## src/logic/sfc_cfg.svh

```systemverilog
// Constants shared by both ends of the serial id and power command link
`ifndef SFC_CFG_SVH
`define SFC_CFG_SVH

// Opcodes
`define SFC_OP_READ_UID 8'h4c
`define SFC_OP_WRITE_SERIAL 8'hc2
`define SFC_OP_READ_SERIAL 8'hc3
`define SFC_OP_WEL_SET 8'h06
`define SFC_OP_DEEP_SLEEP 8'hba
`define SFC_OP_HIBERNATE 8'hb9

// Reset values
`define SFC_SERIAL_RESET 64'h0000_0000_0000_0000

// Timing in ns and conversion to ref_clk cycles
`define SFC_CLK_MHZ 50
`define SFC_DEEP_SLEEP_ENTRY_DELAY_NS 3000
`define SFC_DEEP_SLEEP_WAKE_PULSE_WIDTH_NS 1000
`define SFC_DEEP_SLEEP_EXIT_DELAY_NS 10000
`define SFC_HIBERNATE_ENTRY_DELAY_NS 3000
`define SFC_HIBERNATE_EXIT_DELAY_NS 450000
`define SFC_CYC_UP(ns) ((((ns) * `SFC_CLK_MHZ) + 999) / 1000)
`define SFC_CYC_DN(ns) (((ns) * `SFC_CLK_MHZ) / 1000)

// Host link timing in ref_clk cycles and receive buffer depth in bytes
`define SFC_HOST_HALF_CYC 4
`define SFC_HOST_SAMPLE_OFS 2
`define SFC_HOST_GAP_CYC 8
`define SFC_HOST_BUF_DEPTH 2

// Host register map and command fields
`define SFC_REG_CMD 4'h0
`define SFC_REG_TX_LO 4'h4
`define SFC_REG_TX_HI 4'h8
`define SFC_REG_STATUS 4'hc
`define SFC_CMD_OP_MSB 7
`define SFC_CMD_CNT_MSB 11
`define SFC_CMD_CNT_LSB 8
`define SFC_CMD_RD_BIT 12
`define SFC_CMD_PULSE_BIT 13
`define SFC_MAX_BYTES 4'h8

`endif

```

## src/logic/sfc_pkg.sv

```systemverilog
// Types shared by both ends of the serial id and power command link
package sfc_pkg;
    typedef enum logic [1:0] {
        PW_ACTIVE = 2'b00,
        PW_ENTER = 2'b01,
        PW_ASLEEP = 2'b11,
        PW_WAKE = 2'b10
    } sfc_pwr_t;
    typedef enum logic [1:0] {
        CM_OPCODE = 2'b00,
        CM_READ = 2'b01,
        CM_WRITE = 2'b11,
        CM_IGNORE = 2'b10
    } sfc_cmd_t;
    typedef enum logic [1:0] {
        PD_NONE = 2'b00,
        PD_WEL = 2'b01,
        PD_DEEP = 2'b11,
        PD_HIB = 2'b10
    } sfc_pend_t;
    typedef enum logic [1:0] {
        H_IDLE = 2'b00,
        H_SHIFT = 2'b01,
        H_PULSE = 2'b11,
        H_GAP = 2'b10
    } sfc_hst_t;
endpackage

```

## src/logic/sfc_spi_if.sv

```systemverilog
// Serial link between the host end and the device end
`timescale 1ns/1ps
`default_nettype none
interface sfc_spi_if;
    logic cs_n;
    logic sck;
    logic mosi;
    logic miso;
    logic miso_oe;
    logic so_level;
    // Released serial output reads low
    assign so_level = miso_oe & miso;
    modport dev(input cs_n, input sck, input mosi, output miso, output miso_oe);
    modport host(output cs_n, output sck, output mosi, input so_level);
endinterface
`default_nettype wire

```

## src/logic/sfc_dev_end.sv

```systemverilog
// Device end: identifier, user serial number and low power commands
//
// Local design decisions: strobed register access and the register addresses.
`timescale 1ns/1ps
`default_nettype none
`include "sfc_cfg.svh"
module sfc_dev_end
    import sfc_pkg::*;
#(
    // Value is arbitrary
    parameter logic [63:0] FACTORY_UID = 64'h1122_3344_5566_7788,
    parameter int DEEP_ENTRY_CYC = `SFC_CYC_DN(`SFC_DEEP_SLEEP_ENTRY_DELAY_NS),
    parameter int DEEP_PULSE_CYC = `SFC_CYC_UP(`SFC_DEEP_SLEEP_WAKE_PULSE_WIDTH_NS),
    parameter int DEEP_EXIT_CYC = `SFC_CYC_DN(`SFC_DEEP_SLEEP_EXIT_DELAY_NS),
    parameter int HIB_ENTRY_CYC = `SFC_CYC_DN(`SFC_HIBERNATE_ENTRY_DELAY_NS),
    parameter int HIB_EXIT_CYC = `SFC_CYC_DN(`SFC_HIBERNATE_EXIT_DELAY_NS)
) (
    // Clock, reset, enable
    input wire logic ref_clk,
    input wire logic arst_n,
    input wire logic clk_en,
    // Link
    sfc_spi_if.dev spi,
    // User side status
    output logic [63:0] user_serial_number,
    output logic serial_locked,
    output logic sleeping,
    output logic waking
);
    if (DEEP_ENTRY_CYC < 1 || DEEP_PULSE_CYC < 1 || DEEP_EXIT_CYC < 1 ||
        HIB_ENTRY_CYC < 1 || HIB_EXIT_CYC < 1) begin : g_bad_timing
        $error("sfc_dev_end: every delay must be at least one cycle");
    end

    logic cs_m, cs_s, cs_p;
    logic sck_m, sck_s, sck_p;
    logic si_m, si_s;
    logic cs_fall, cs_rise, sck_rise, sck_fall, awake, sel, byte_done;
    logic [7:0] rx_sh, rx_byte, cur_byte;
    logic [2:0] bit_cnt, out_bit, rd_idx;
    logic [3:0] wr_idx;
    logic [63:0] shadow, cur_word;
    logic rd_src, wel, hib;
    logic [31:0] tmr, low_cnt;
    sfc_cmd_t cmd;
    sfc_pend_t pend;
    sfc_pwr_t pwr;

    // Pin synchronisers
    always_ff @(posedge ref_clk or negedge arst_n) begin
        if (!arst_n) begin
            cs_m <= 1'b1;
            cs_s <= 1'b1;
            cs_p <= 1'b1;
            sck_m <= 1'b0;
            sck_s <= 1'b0;
            sck_p <= 1'b0;
            si_m <= 1'b0;
            si_s <= 1'b0;
        end else if (clk_en) begin
            cs_m <= spi.cs_n;
            cs_s <= cs_m;
            cs_p <= cs_s;
            sck_m <= spi.sck;
            sck_s <= sck_m;
            sck_p <= sck_s;
            si_m <= spi.mosi;
            si_s <= si_m;
        end
    end

    assign cs_fall = cs_p & ~cs_s;
    assign cs_rise = ~cs_p & cs_s;
    assign sck_rise = sck_s & ~sck_p;
    assign sck_fall = sck_p & ~sck_s;
    assign awake = (pwr == PW_ACTIVE);
    assign sel = awake & ~cs_s;
    assign rx_byte = {rx_sh[6:0], si_s};
    assign byte_done = sel & sck_rise & (bit_cnt == 3'h7);
    assign cur_word = rd_src ? user_serial_number : FACTORY_UID;
    assign cur_byte = cur_word[{rd_idx, 3'b000} +: 8];
    assign sleeping = (pwr == PW_ASLEEP);
    assign waking = (pwr == PW_WAKE);

    // Input shifter, sampled on rising clock edges
    always_ff @(posedge ref_clk or negedge arst_n) begin
        if (!arst_n) begin
            rx_sh <= 8'h00;
            bit_cnt <= 3'h0;
        end else if (clk_en) begin
            if (cs_fall) begin
                bit_cnt <= 3'h0;
            end else if (sel & sck_rise) begin
                rx_sh <= rx_byte;
                bit_cnt <= bit_cnt + 3'h1;
            end
        end
    end

    // Opcode decode
    always_ff @(posedge ref_clk or negedge arst_n) begin
        if (!arst_n) begin
            cmd <= CM_IGNORE;
            pend <= PD_NONE;
            rd_src <= 1'b0;
        end else if (clk_en) begin
            if (!awake) begin
                cmd <= CM_IGNORE;
                pend <= PD_NONE;
            end else if (cs_fall) begin
                cmd <= CM_OPCODE;
                pend <= PD_NONE;
            end else if (byte_done && cmd == CM_OPCODE) begin
                cmd <= CM_IGNORE;
                case (rx_byte)
                    `SFC_OP_READ_UID: begin
                        cmd <= CM_READ;
                        rd_src <= 1'b0;
                    end
                    `SFC_OP_READ_SERIAL: begin
                        cmd <= CM_READ;
                        rd_src <= 1'b1;
                    end
                    `SFC_OP_WRITE_SERIAL: begin
                        if (wel && !serial_locked) begin
                            cmd <= CM_WRITE;
                        end
                    end
                    `SFC_OP_WEL_SET: begin
                        pend <= PD_WEL;
                    end
                    `SFC_OP_DEEP_SLEEP: begin
                        pend <= PD_DEEP;
                    end
                    `SFC_OP_HIBERNATE: begin
                        pend <= PD_HIB;
                    end
                    default: begin
                        pend <= PD_NONE;
                    end
                endcase
            end
        end
    end

    // Write enable lasts exactly one following frame
    always_ff @(posedge ref_clk or negedge arst_n) begin
        if (!arst_n) begin
            wel <= 1'b0;
        end else if (clk_en) begin
            if (cs_rise && awake) begin
                wel <= (pend == PD_WEL);
            end
        end
    end

    // Read output, driven on falling clock edges
    always_ff @(posedge ref_clk or negedge arst_n) begin
        if (!arst_n) begin
            out_bit <= 3'h0;
            rd_idx <= 3'h0;
            spi.miso <= 1'b0;
            spi.miso_oe <= 1'b0;
        end else if (clk_en) begin
            if (cs_rise || !awake) begin
                spi.miso <= 1'b0;
                spi.miso_oe <= 1'b0;
            end else if (cs_fall) begin
                out_bit <= 3'h0;
                rd_idx <= 3'h0;
            end else if (sel && sck_fall && cmd == CM_READ) begin
                spi.miso <= cur_byte[~out_bit];
                spi.miso_oe <= 1'b1;
                out_bit <= out_bit + 3'h1;
                if (out_bit == 3'h7) begin
                    rd_idx <= rd_idx + 3'h1;
                end
            end
        end
    end

    // Serial number staging and commit
    always_ff @(posedge ref_clk or negedge arst_n) begin
        if (!arst_n) begin
            shadow <= `SFC_SERIAL_RESET;
            wr_idx <= 4'h0;
            user_serial_number <= `SFC_SERIAL_RESET;
            serial_locked <= 1'b0;
        end else if (clk_en) begin
            if (byte_done && cmd == CM_OPCODE) begin
                shadow <= user_serial_number;
                wr_idx <= 4'h0;
            end else if (byte_done && cmd == CM_WRITE && wr_idx != `SFC_MAX_BYTES) begin
                shadow[{wr_idx[2:0], 3'b000} +: 8] <= rx_byte;
                wr_idx <= wr_idx + 4'h1;
            end
            if (cs_rise && awake && cmd == CM_WRITE && wr_idx != 4'h0) begin
                user_serial_number <= shadow;
                serial_locked <= 1'b1;
            end
        end
    end

    // Length of the current select low pulse
    always_ff @(posedge ref_clk or negedge arst_n) begin
        if (!arst_n) begin
            low_cnt <= 32'h0;
        end else if (clk_en) begin
            if (cs_p) begin
                low_cnt <= 32'h0;
            end else if (low_cnt != 32'(DEEP_PULSE_CYC)) begin
                low_cnt <= low_cnt + 32'h1;
            end
        end
    end

    // Power state
    always_ff @(posedge ref_clk or negedge arst_n) begin
        if (!arst_n) begin
            pwr <= PW_ACTIVE;
            hib <= 1'b0;
            tmr <= 32'h0;
        end else if (clk_en) begin
            unique case (pwr)
                PW_ACTIVE: begin
                    if (cs_rise && pend == PD_DEEP) begin
                        pwr <= PW_ENTER;
                        hib <= 1'b0;
                        tmr <= 32'(DEEP_ENTRY_CYC - 1);
                    end else if (cs_rise && pend == PD_HIB) begin
                        pwr <= PW_ENTER;
                        hib <= 1'b1;
                        tmr <= 32'(HIB_ENTRY_CYC - 1);
                    end
                end
                PW_ENTER: begin
                    if (tmr == 32'h0) begin
                        pwr <= PW_ASLEEP;
                    end else begin
                        tmr <= tmr - 32'h1;
                    end
                end
                PW_ASLEEP: begin
                    if (hib && cs_fall) begin
                        pwr <= PW_WAKE;
                        tmr <= 32'(HIB_EXIT_CYC - 1);
                    end else if (!hib && cs_rise && low_cnt == 32'(DEEP_PULSE_CYC)) begin
                        pwr <= PW_WAKE;
                        tmr <= 32'(DEEP_EXIT_CYC - 1);
                    end
                end
                PW_WAKE: begin
                    if (tmr == 32'h0) begin
                        pwr <= PW_ACTIVE;
                    end else begin
                        tmr <= tmr - 32'h1;
                    end
                end
            endcase
        end
    end
endmodule // sfc_dev_end
`default_nettype wire

```

## src/flat_wrapper.sv

```systemverilog
// flat-port wrapper written by rule: the top's interface ports become plain ports
module sfc_dev_end_flat import sfc_pkg::*;
#(
                         
    parameter logic [63:0] FACTORY_UID = 64'h1122_3344_5566_7788,
    parameter int DEEP_ENTRY_CYC = `SFC_CYC_DN(`SFC_DEEP_SLEEP_ENTRY_DELAY_NS),
    parameter int DEEP_PULSE_CYC = `SFC_CYC_UP(`SFC_DEEP_SLEEP_WAKE_PULSE_WIDTH_NS),
    parameter int DEEP_EXIT_CYC = `SFC_CYC_DN(`SFC_DEEP_SLEEP_EXIT_DELAY_NS),
    parameter int HIB_ENTRY_CYC = `SFC_CYC_DN(`SFC_HIBERNATE_ENTRY_DELAY_NS),
    parameter int HIB_EXIT_CYC = `SFC_CYC_DN(`SFC_HIBERNATE_EXIT_DELAY_NS)
)
  (ref_clk, arst_n, clk_en, user_serial_number, serial_locked, sleeping, waking, spi_cs_n, spi_sck, spi_mosi, spi_miso, spi_miso_oe);
  sfc_spi_if spi_i ();
  input wire logic ref_clk;
  input wire logic arst_n;
  input wire logic clk_en;
  output logic [63:0] user_serial_number;
  output logic serial_locked;
  output logic sleeping;
  output logic waking;
  input wire logic [$bits(spi_i.cs_n)-1:0] spi_cs_n;
  input wire logic [$bits(spi_i.sck)-1:0] spi_sck;
  input wire logic [$bits(spi_i.mosi)-1:0] spi_mosi;
  output wire logic [$bits(spi_i.miso)-1:0] spi_miso;
  output wire logic [$bits(spi_i.miso_oe)-1:0] spi_miso_oe;
  assign spi_i.cs_n = spi_cs_n;
  assign spi_i.sck = spi_sck;
  assign spi_i.mosi = spi_mosi;
  assign spi_miso = spi_i.miso;
  assign spi_miso_oe = spi_i.miso_oe;
  sfc_dev_end #(.FACTORY_UID(FACTORY_UID), .DEEP_ENTRY_CYC(DEEP_ENTRY_CYC), .DEEP_PULSE_CYC(DEEP_PULSE_CYC), .DEEP_EXIT_CYC(DEEP_EXIT_CYC), .HIB_ENTRY_CYC(HIB_ENTRY_CYC), .HIB_EXIT_CYC(HIB_EXIT_CYC)) u_core (.ref_clk(ref_clk), .arst_n(arst_n), .clk_en(clk_en), .spi(spi_i), .user_serial_number(user_serial_number), .serial_locked(serial_locked), .sleeping(sleeping), .waking(waking));
endmodule
```

## config.mk

```make
export PLATFORM = sky130hd
export DESIGN_NAME = sfc_dev_end_flat
export DESIGN_NICKNAME = d
export VERILOG_FILES = /design/src/logic/sfc_pkg.sv /design/src/logic/sfc_spi_if.sv /design/src/logic/sfc_dev_end.sv /design/src/flat_wrapper.sv
export VERILOG_INCLUDE_DIRS = /design/src /design/src/logic
export SDC_FILE = /design/constraint.sdc
export NUM_CORES = 1
export LEC_CHECK = 0
export ABC_CLOCK_PERIOD_IN_PS = 3200
export BUFFER_PORTS_ARGS = -buffer_cell sky130_fd_sc_hd__buf_2
export CORE_UTILIZATION = 50
export CTS_CLUSTER_DIAMETER = 50
export DETAILED_ROUTE_END_ITERATION = 12
export GPL_TIMING_DRIVEN = 0
export PLACE_DENSITY = 0.68
export SYNTH_ARGS = -nofsm -noshare
export SYNTH_HDL_FRONTEND = slang
export SYNTH_SLANG_ARGS = --single-unit
```

## constraint.sdc

```tcl
create_clock -name ref_clk -period 3.2 [get_ports ref_clk]
set_input_delay 0.32 -clock ref_clk [delete_from_list [all_inputs] [get_ports ref_clk]]
set_output_delay 0.32 -clock ref_clk [all_outputs]
set_load 0.01 [all_outputs]
```

After elaboration in Yosys (flattened, before gate mapping):

Index checks and enable logic that the tools add are counted.

* register bits after elaboration: 232
* latch bits: 0
* RAM bits: 0
* memory bits (read-only): 0
* output and inout port bits: 69
* word-level logic and storage cells: 174
* memories kept: 0

* $add $sub $neg: 7
* $mul: 0
* div/mod/pow operators: 0
* magnitude comparators: 1
* equal/unequal tests: 27
* shifts and indexed selects: 3
* multiplexer cells: 48
* bitwise gates (word level): 14
* reductions and logical operators: 48

Operators with widths (number)
* 32-bit 2-to-1 mux: 7
* 64-bit 2-to-1 mux: 3
* 32-bit one-hot mux with 3 select lines: 1
* 64-bit bitwise mux: 1
* 8-bit by 8-bit variable shift with 64-bit output (first input constant): 1
* 64-bit by 7-bit indexed part select with 8-bit output: 1
* 8-bit by 8-bit indexed part select with 64-bit output: 1
* 32-bit by 1-bit adder with 32-bit output (second input constant): 1
* 32-bit by 6-bit == test with 1-bit output (second input constant): 1
* 8-bit == test (second input constant): 4
* 32-bit logical NOT: 1
* 32-bit by 6-bit != test with 1-bit output (second input constant): 1
* 32-bit by 1-bit subtractor with 32-bit output (second input constant): 1
* 2-bit 2-to-1 mux: 12
* 3-bit 2-to-1 mux: 7
* 2-bit one-hot mux with 4 select lines: 2
* 2-bit nonzero test: 8
* 3-bit AND reduction: 5
* 1-bit logical AND: 14
* 2-bit AND reduction: 6
* 2-bit == test (second input constant): 5
* 1-bit 2-to-1 mux: 10
* 5-bit AND reduction: 2
* 3-bit by 1-bit adder with 3-bit output (second input constant): 3
* other kinds (27): 50

Logic depth before layout (Yosys ltp):

* word-level depth: 8
* depth in mapped cells: 11

Worst setup path before layout:

No wires, ideal clock.

* kind: reg2reg
* start: register u_core.pwr[0]
* end: register u_core.shadow[48]
* arrival: 2.365 ns
* setup slack: 0.695 ns
* cell stages (with the launch flop): 12
* period minus slack after synthesis: 2.505 ns
* path through: dfrtp_1 -> inv_1 -> ha_1 -> clkbuf_1 -> and4bb_1 -> nand3_1 -> a21oi_1 -> clkbuf_1 -> a31oi_1 -> clkbuf_1 -> nand2_1 -> o21ai_0

* longest elaborated chain between the ends: 8
* elaborated cells on any way between the ends: 10
* classes of those cells: mux (1); bitwise (3); reduce/logical (6)

Ends and longest elaborated chain
* start, declared: line sfc_dev_end.sv:47 `sfc_pwr_t pwr;`
* start signal, assigned: line sfc_dev_end.sv:220 `pwr <= PW_ACTIVE;`
* start signal, assigned: line sfc_dev_end.sv:227 `pwr <= PW_ENTER;`
* start signal, assigned: line sfc_dev_end.sv:231 `pwr <= PW_ENTER;`
* 2-bit logical NOT (*): line sfc_dev_end.sv:76 `assign awake = (pwr == PW_ACTIVE);`
* 1-bit AND (*): line sfc_dev_end.sv:77 `assign sel = awake & ~cs_s;`
* 1-bit AND (*) (2 in series): line sfc_dev_end.sv:79 `assign byte_done = sel & sck_rise & (bit_cnt == 3'h7);`
* 1-bit logical AND: line sfc_dev_end.sv:193 `` end else if (byte_done && cmd == CM_WRITE && wr_idx != `SFC_MAX_BYTES) begin ``
* 1-bit logical AND (no source line)
* 2-bit nonzero test (no source line)
* 2-bit AND reduction (no source line)
* end signal, assigned: line sfc_dev_end.sv:185 `` shadow <= `SFC_SERIAL_RESET; ``
* end signal, assigned: line sfc_dev_end.sv:191 `shadow <= user_serial_number;`
* end signal, assigned by index: line sfc_dev_end.sv:194 `shadow[{wr_idx[2:0], 3'b000} +: 8] <= rx_byte;`
* end, declared: line sfc_dev_end.sv:42 `logic [63:0] shadow, cur_word;`

Mark *: on every way between the ends. The rest lies on a longest branch, timed or not.
A chain may end at the register's enable or synchronous reset.

Worst setup path after layout:

* start: register u_core.pwr[0]
* end: register u_core.shadow[52]

The elaborated chain is that of the path after synthesis.

==> key figures <==
Route
  • Detailed Route Iter0 Violations: 706
  • Number of vias after detailed routing: 9717
  • Router iterations before antenna repair: 5
  • Post-detailed-route DRC marker count: 0
  • Via count normalized by instance count: 6.04
  • Residual antenna-violating net count after detailed routing: 0
  • DR WL/cell: 19.5 microns
  • Routed wire length: 31300 microns

Finish
  • Fraction of layout cells with a size suffix above 1: 17.8%
  • Core occupancy in the finished layout: 59.0%
  • Antenna cells: 0
  • Final instance area: 13400 sq um
  • Synth-to-layout area growth: 15.1%
  • Nets@finish: 1325

GRT
  • Grt ovf: 0
  • Largest net degree at the start of global routing: 109
  • Initial antenna violation count: 0
  • Wire length of the first global-routing pass: 50000 microns
  • Vias in the first global route: 9215
  • GR Util All Layers: 26.4%

Timing
  • Worst hold-check slack: 0.0360 ns
  • Fmax: 0.337 GHz
  • Final hold violation count: 0
  • Setup repair after global routing missed its margin: false
  • Max-slew violations: 0
  • Clock Skew: 0.0224 ns
  • Relative slew slack: 35.3%
  • Ratio of final minimum period to clock period: 92.6%
  • Post-route minimum period: 2.96 ns
  • Tightest Pin Transition: 0.970 ns
  • Final setup violation count: 0

Clock tree
  • Clock latency on the worst-skew pair: 0.55 ns
  • Post-CTS setup repair buffer count: 0
  • Number of clock buffers inserted by TritonCTS: 28
  • Maximum clock insertion buffer count: 3
  • Cell at the root of the clock tree: clkbuf_16
  • Number of clock sinks: 232
  • Number of H-tree branching levels: 1
  • Clock edge transition at the registers on the reported setup and hold paths: 0.06 ns
  • CTS tree: yes

Status
  • Status: completed

Logic synthesis
  • Synthesis-stage register bit count: 232
  • Synthesized instance count: 1198
  • Area of the mapped netlist: 11600 sq um
  • Synth area leaders: dfrtp_1 (49%), mux2_2 (7.1%), nand2_1 (4.7%)
  • Portion of the post-synthesis area used by sequential elements: 49.9%
  • Fraction of post-synthesis cell area in the top cell type by area: 49.0%
  • Proportion of register bits with asynchronous set or reset after synthesis: 100%
  • Cell type with the largest total area after synthesis: dfrtp_1
  • Most frequent cells after synthesis: dfrtp_1 (228), nand2_1 (145), o21ai_0 (105)
  • Most frequently used flop master after synthesis: dfrtp_1
  • Distinct cell type count after synthesis: 71
  • Post-synth net total: 1220
  • Synth warnings: 0
  • Most frequent cell after synthesis: dfrtp_1
  • Number of synthesized flops with an enable pin: 0
  • Post-Synthesis Mean Instance Area: 9.72 sq um

Power
  • Power per standard cell area: 595 nW/um^2
  • PnR Total Power: 7980 uW
  • Worst-case vdd ir drop: 0.000355 V
  • Leakage Power: 0.00609 uW

Worst setup path
  • Critical Path, Cell by Cell: inv_1, ha_2, and4bb_1, nand3_1, a21oi_1, clkbuf_2, a31oi_1, clkbuf_1, nand2_1, o21ai_0
  • Critical path data arrival time: 3.36 ns
  • Bufs and invs on worst path: 3
  • CP Class: reg -> reg
  • Cell with the biggest individual delay on the critical path: dfrtp_1
  • Crit Path Max Fanout: 10
  • Type of origin of the critical path: flop
  • Critical path required time: 3.59 ns
  • Critical Path Sink Type: flop
  • Max incr delay on CP: 0.40 ns
  • CP delay by family, top: buffers and inverters

Die
  • Die area: 23900 sq um
  • Number of primary I/O pins: 75
  • Width of the die: 155 microns
  • Number of cell rows: 55
  • Initial cell density of the core: 51.3%
  • Die Y-Extent: 155 microns
  • Standard cell core area: 22700 sq um

Placement
  • Area after DPL: 12400 sq um
  • Buffers added on ports: 73
  • Placer's final routability congestion estimate: 0.954
  • Detailed placement HPWL: 21100 microns

Flow run
  • Number of max-capacitance violations reported: 0

Min path
  • Path category of the worst min-delay check: in -> reg
## worst paths after layout
path | to | slack [ns] | cells past startpoint | from
max reg2reg | u_core.shadow[52] | 0.24 | 10 | u_core.pwr[0]
min | u_core.si_m | 0.04 | 2 | spi_mosi
min in group asynchronous | u_core.low_cnt[23] | 0.25 | 2 | arst_n
max in group asynchronous | u_core.shadow[13] | 1.75 | 4 | arst_n
max | u_core.shadow[52] | 0.24 | 10 | u_core.pwr[0]
min reg2reg | u_core.shadow[39] | 0.47 | 2 | u_core.shadow[39]
## state kept, by name, summed over array words and instances, names as in the netlist, 2 cells and up
name,flops
u_core.pwr,2
u_core.user_serial_number,64
u_core.wr_idx,4
u_core.tmr,32
u_core.cmd,2
u_core.pend,2
u_core.low_cnt,32
u_core.out_bit,3
u_core.rx_sh,7
u_core.bit_cnt,3
u_core.rd_idx,3
u_core.shadow,64
## stage by stage
stage	std cells	setup TNS, ns	setup slack, ns
final	1608	0	0.236
after global placement	1556	-530.52	-2.29
after detailed placement	1558	-14.86	-0.458
after global routing	1608	0	0.00766
after floorplan	1198	0	0.695
after CTS	1609	0	0.00863
## layout make-up
cell class / instances / area (sq um)
fill: 1976 / 9300
sequential: 232 / 5810
multi-input combinational: 857 / 5420
clock buffer: 39 / 813
timing repair buffer: 76 / 440
tap: 285 / 357
buffer: 77 / 328
clock inverter: 11 / 123
inverter: 31 / 116
## layout by cell type (no fill, tap or decap), types with 5 or more instances in the layout
cell type / instances
mux2_2: 73
inv_1: 31
nor2_1: 76
buf_2: 82
clkbuf_8: 5
a22oi_1: 58
nor2b_1: 16
o21ai_0: 105
a21oi_1: 53
nand2b_1: 13
nor3b_1: 5
dfrtp_1: 228
a31oi_1: 22
mux2i_1: 7
nor4_1: 13
or3_1: 14
clkbuf_1: 56
a21o_1: 10
nor3_1: 26
o21ai_1: 21
buf_1: 7
nand2_1: 145
or2_2: 7
nand4_1: 10
xor2_1: 7
and3_1: 17
clkbuf_2: 6
nand3_1: 38
o211ai_1: 5
xnor2_1: 15
o31ai_1: 10
clkbuf_16: 29
ha_1: 15
## cell families after synthesis
kind of cell               count (synthesis)  share of synthesized area (%)
AOI/OAI and AO/OA                        327                           17.5
xor gates and xnor gates                  22                           1.65
adders and majority gates                 16                           1.72
buffers and inverters                    109                           3.76
DFF                                      232                           49.9
muxes                                     82                           8.05
and+or+nand+nor                          410                           17.5
## timing repair
action,CTS,global route
endpoints found under the setup margin,76,68
resized for setup,8,4
hold buffers,1,0
endpoints found under the hold margin,36,0
## where the power goes
part | switching (uW) | internal [uW]
combinational | 1010 | 522
sequential | 160 | 3090
clock | 1250 | 1940
total | 2430 | 5550
## metal layers
metal / vias up / part of all wire, % / track usage [%]
met4: 0 / 3.7 / 9.76
met1: 4754 / 44 / 36.5
li1: 4548 / - / -
met2: 343 / 46 / 42.3
met3: 72 / 6.3 / 3.78
met5: - / 0 / 0
Power figures use the tool's default switching activity.
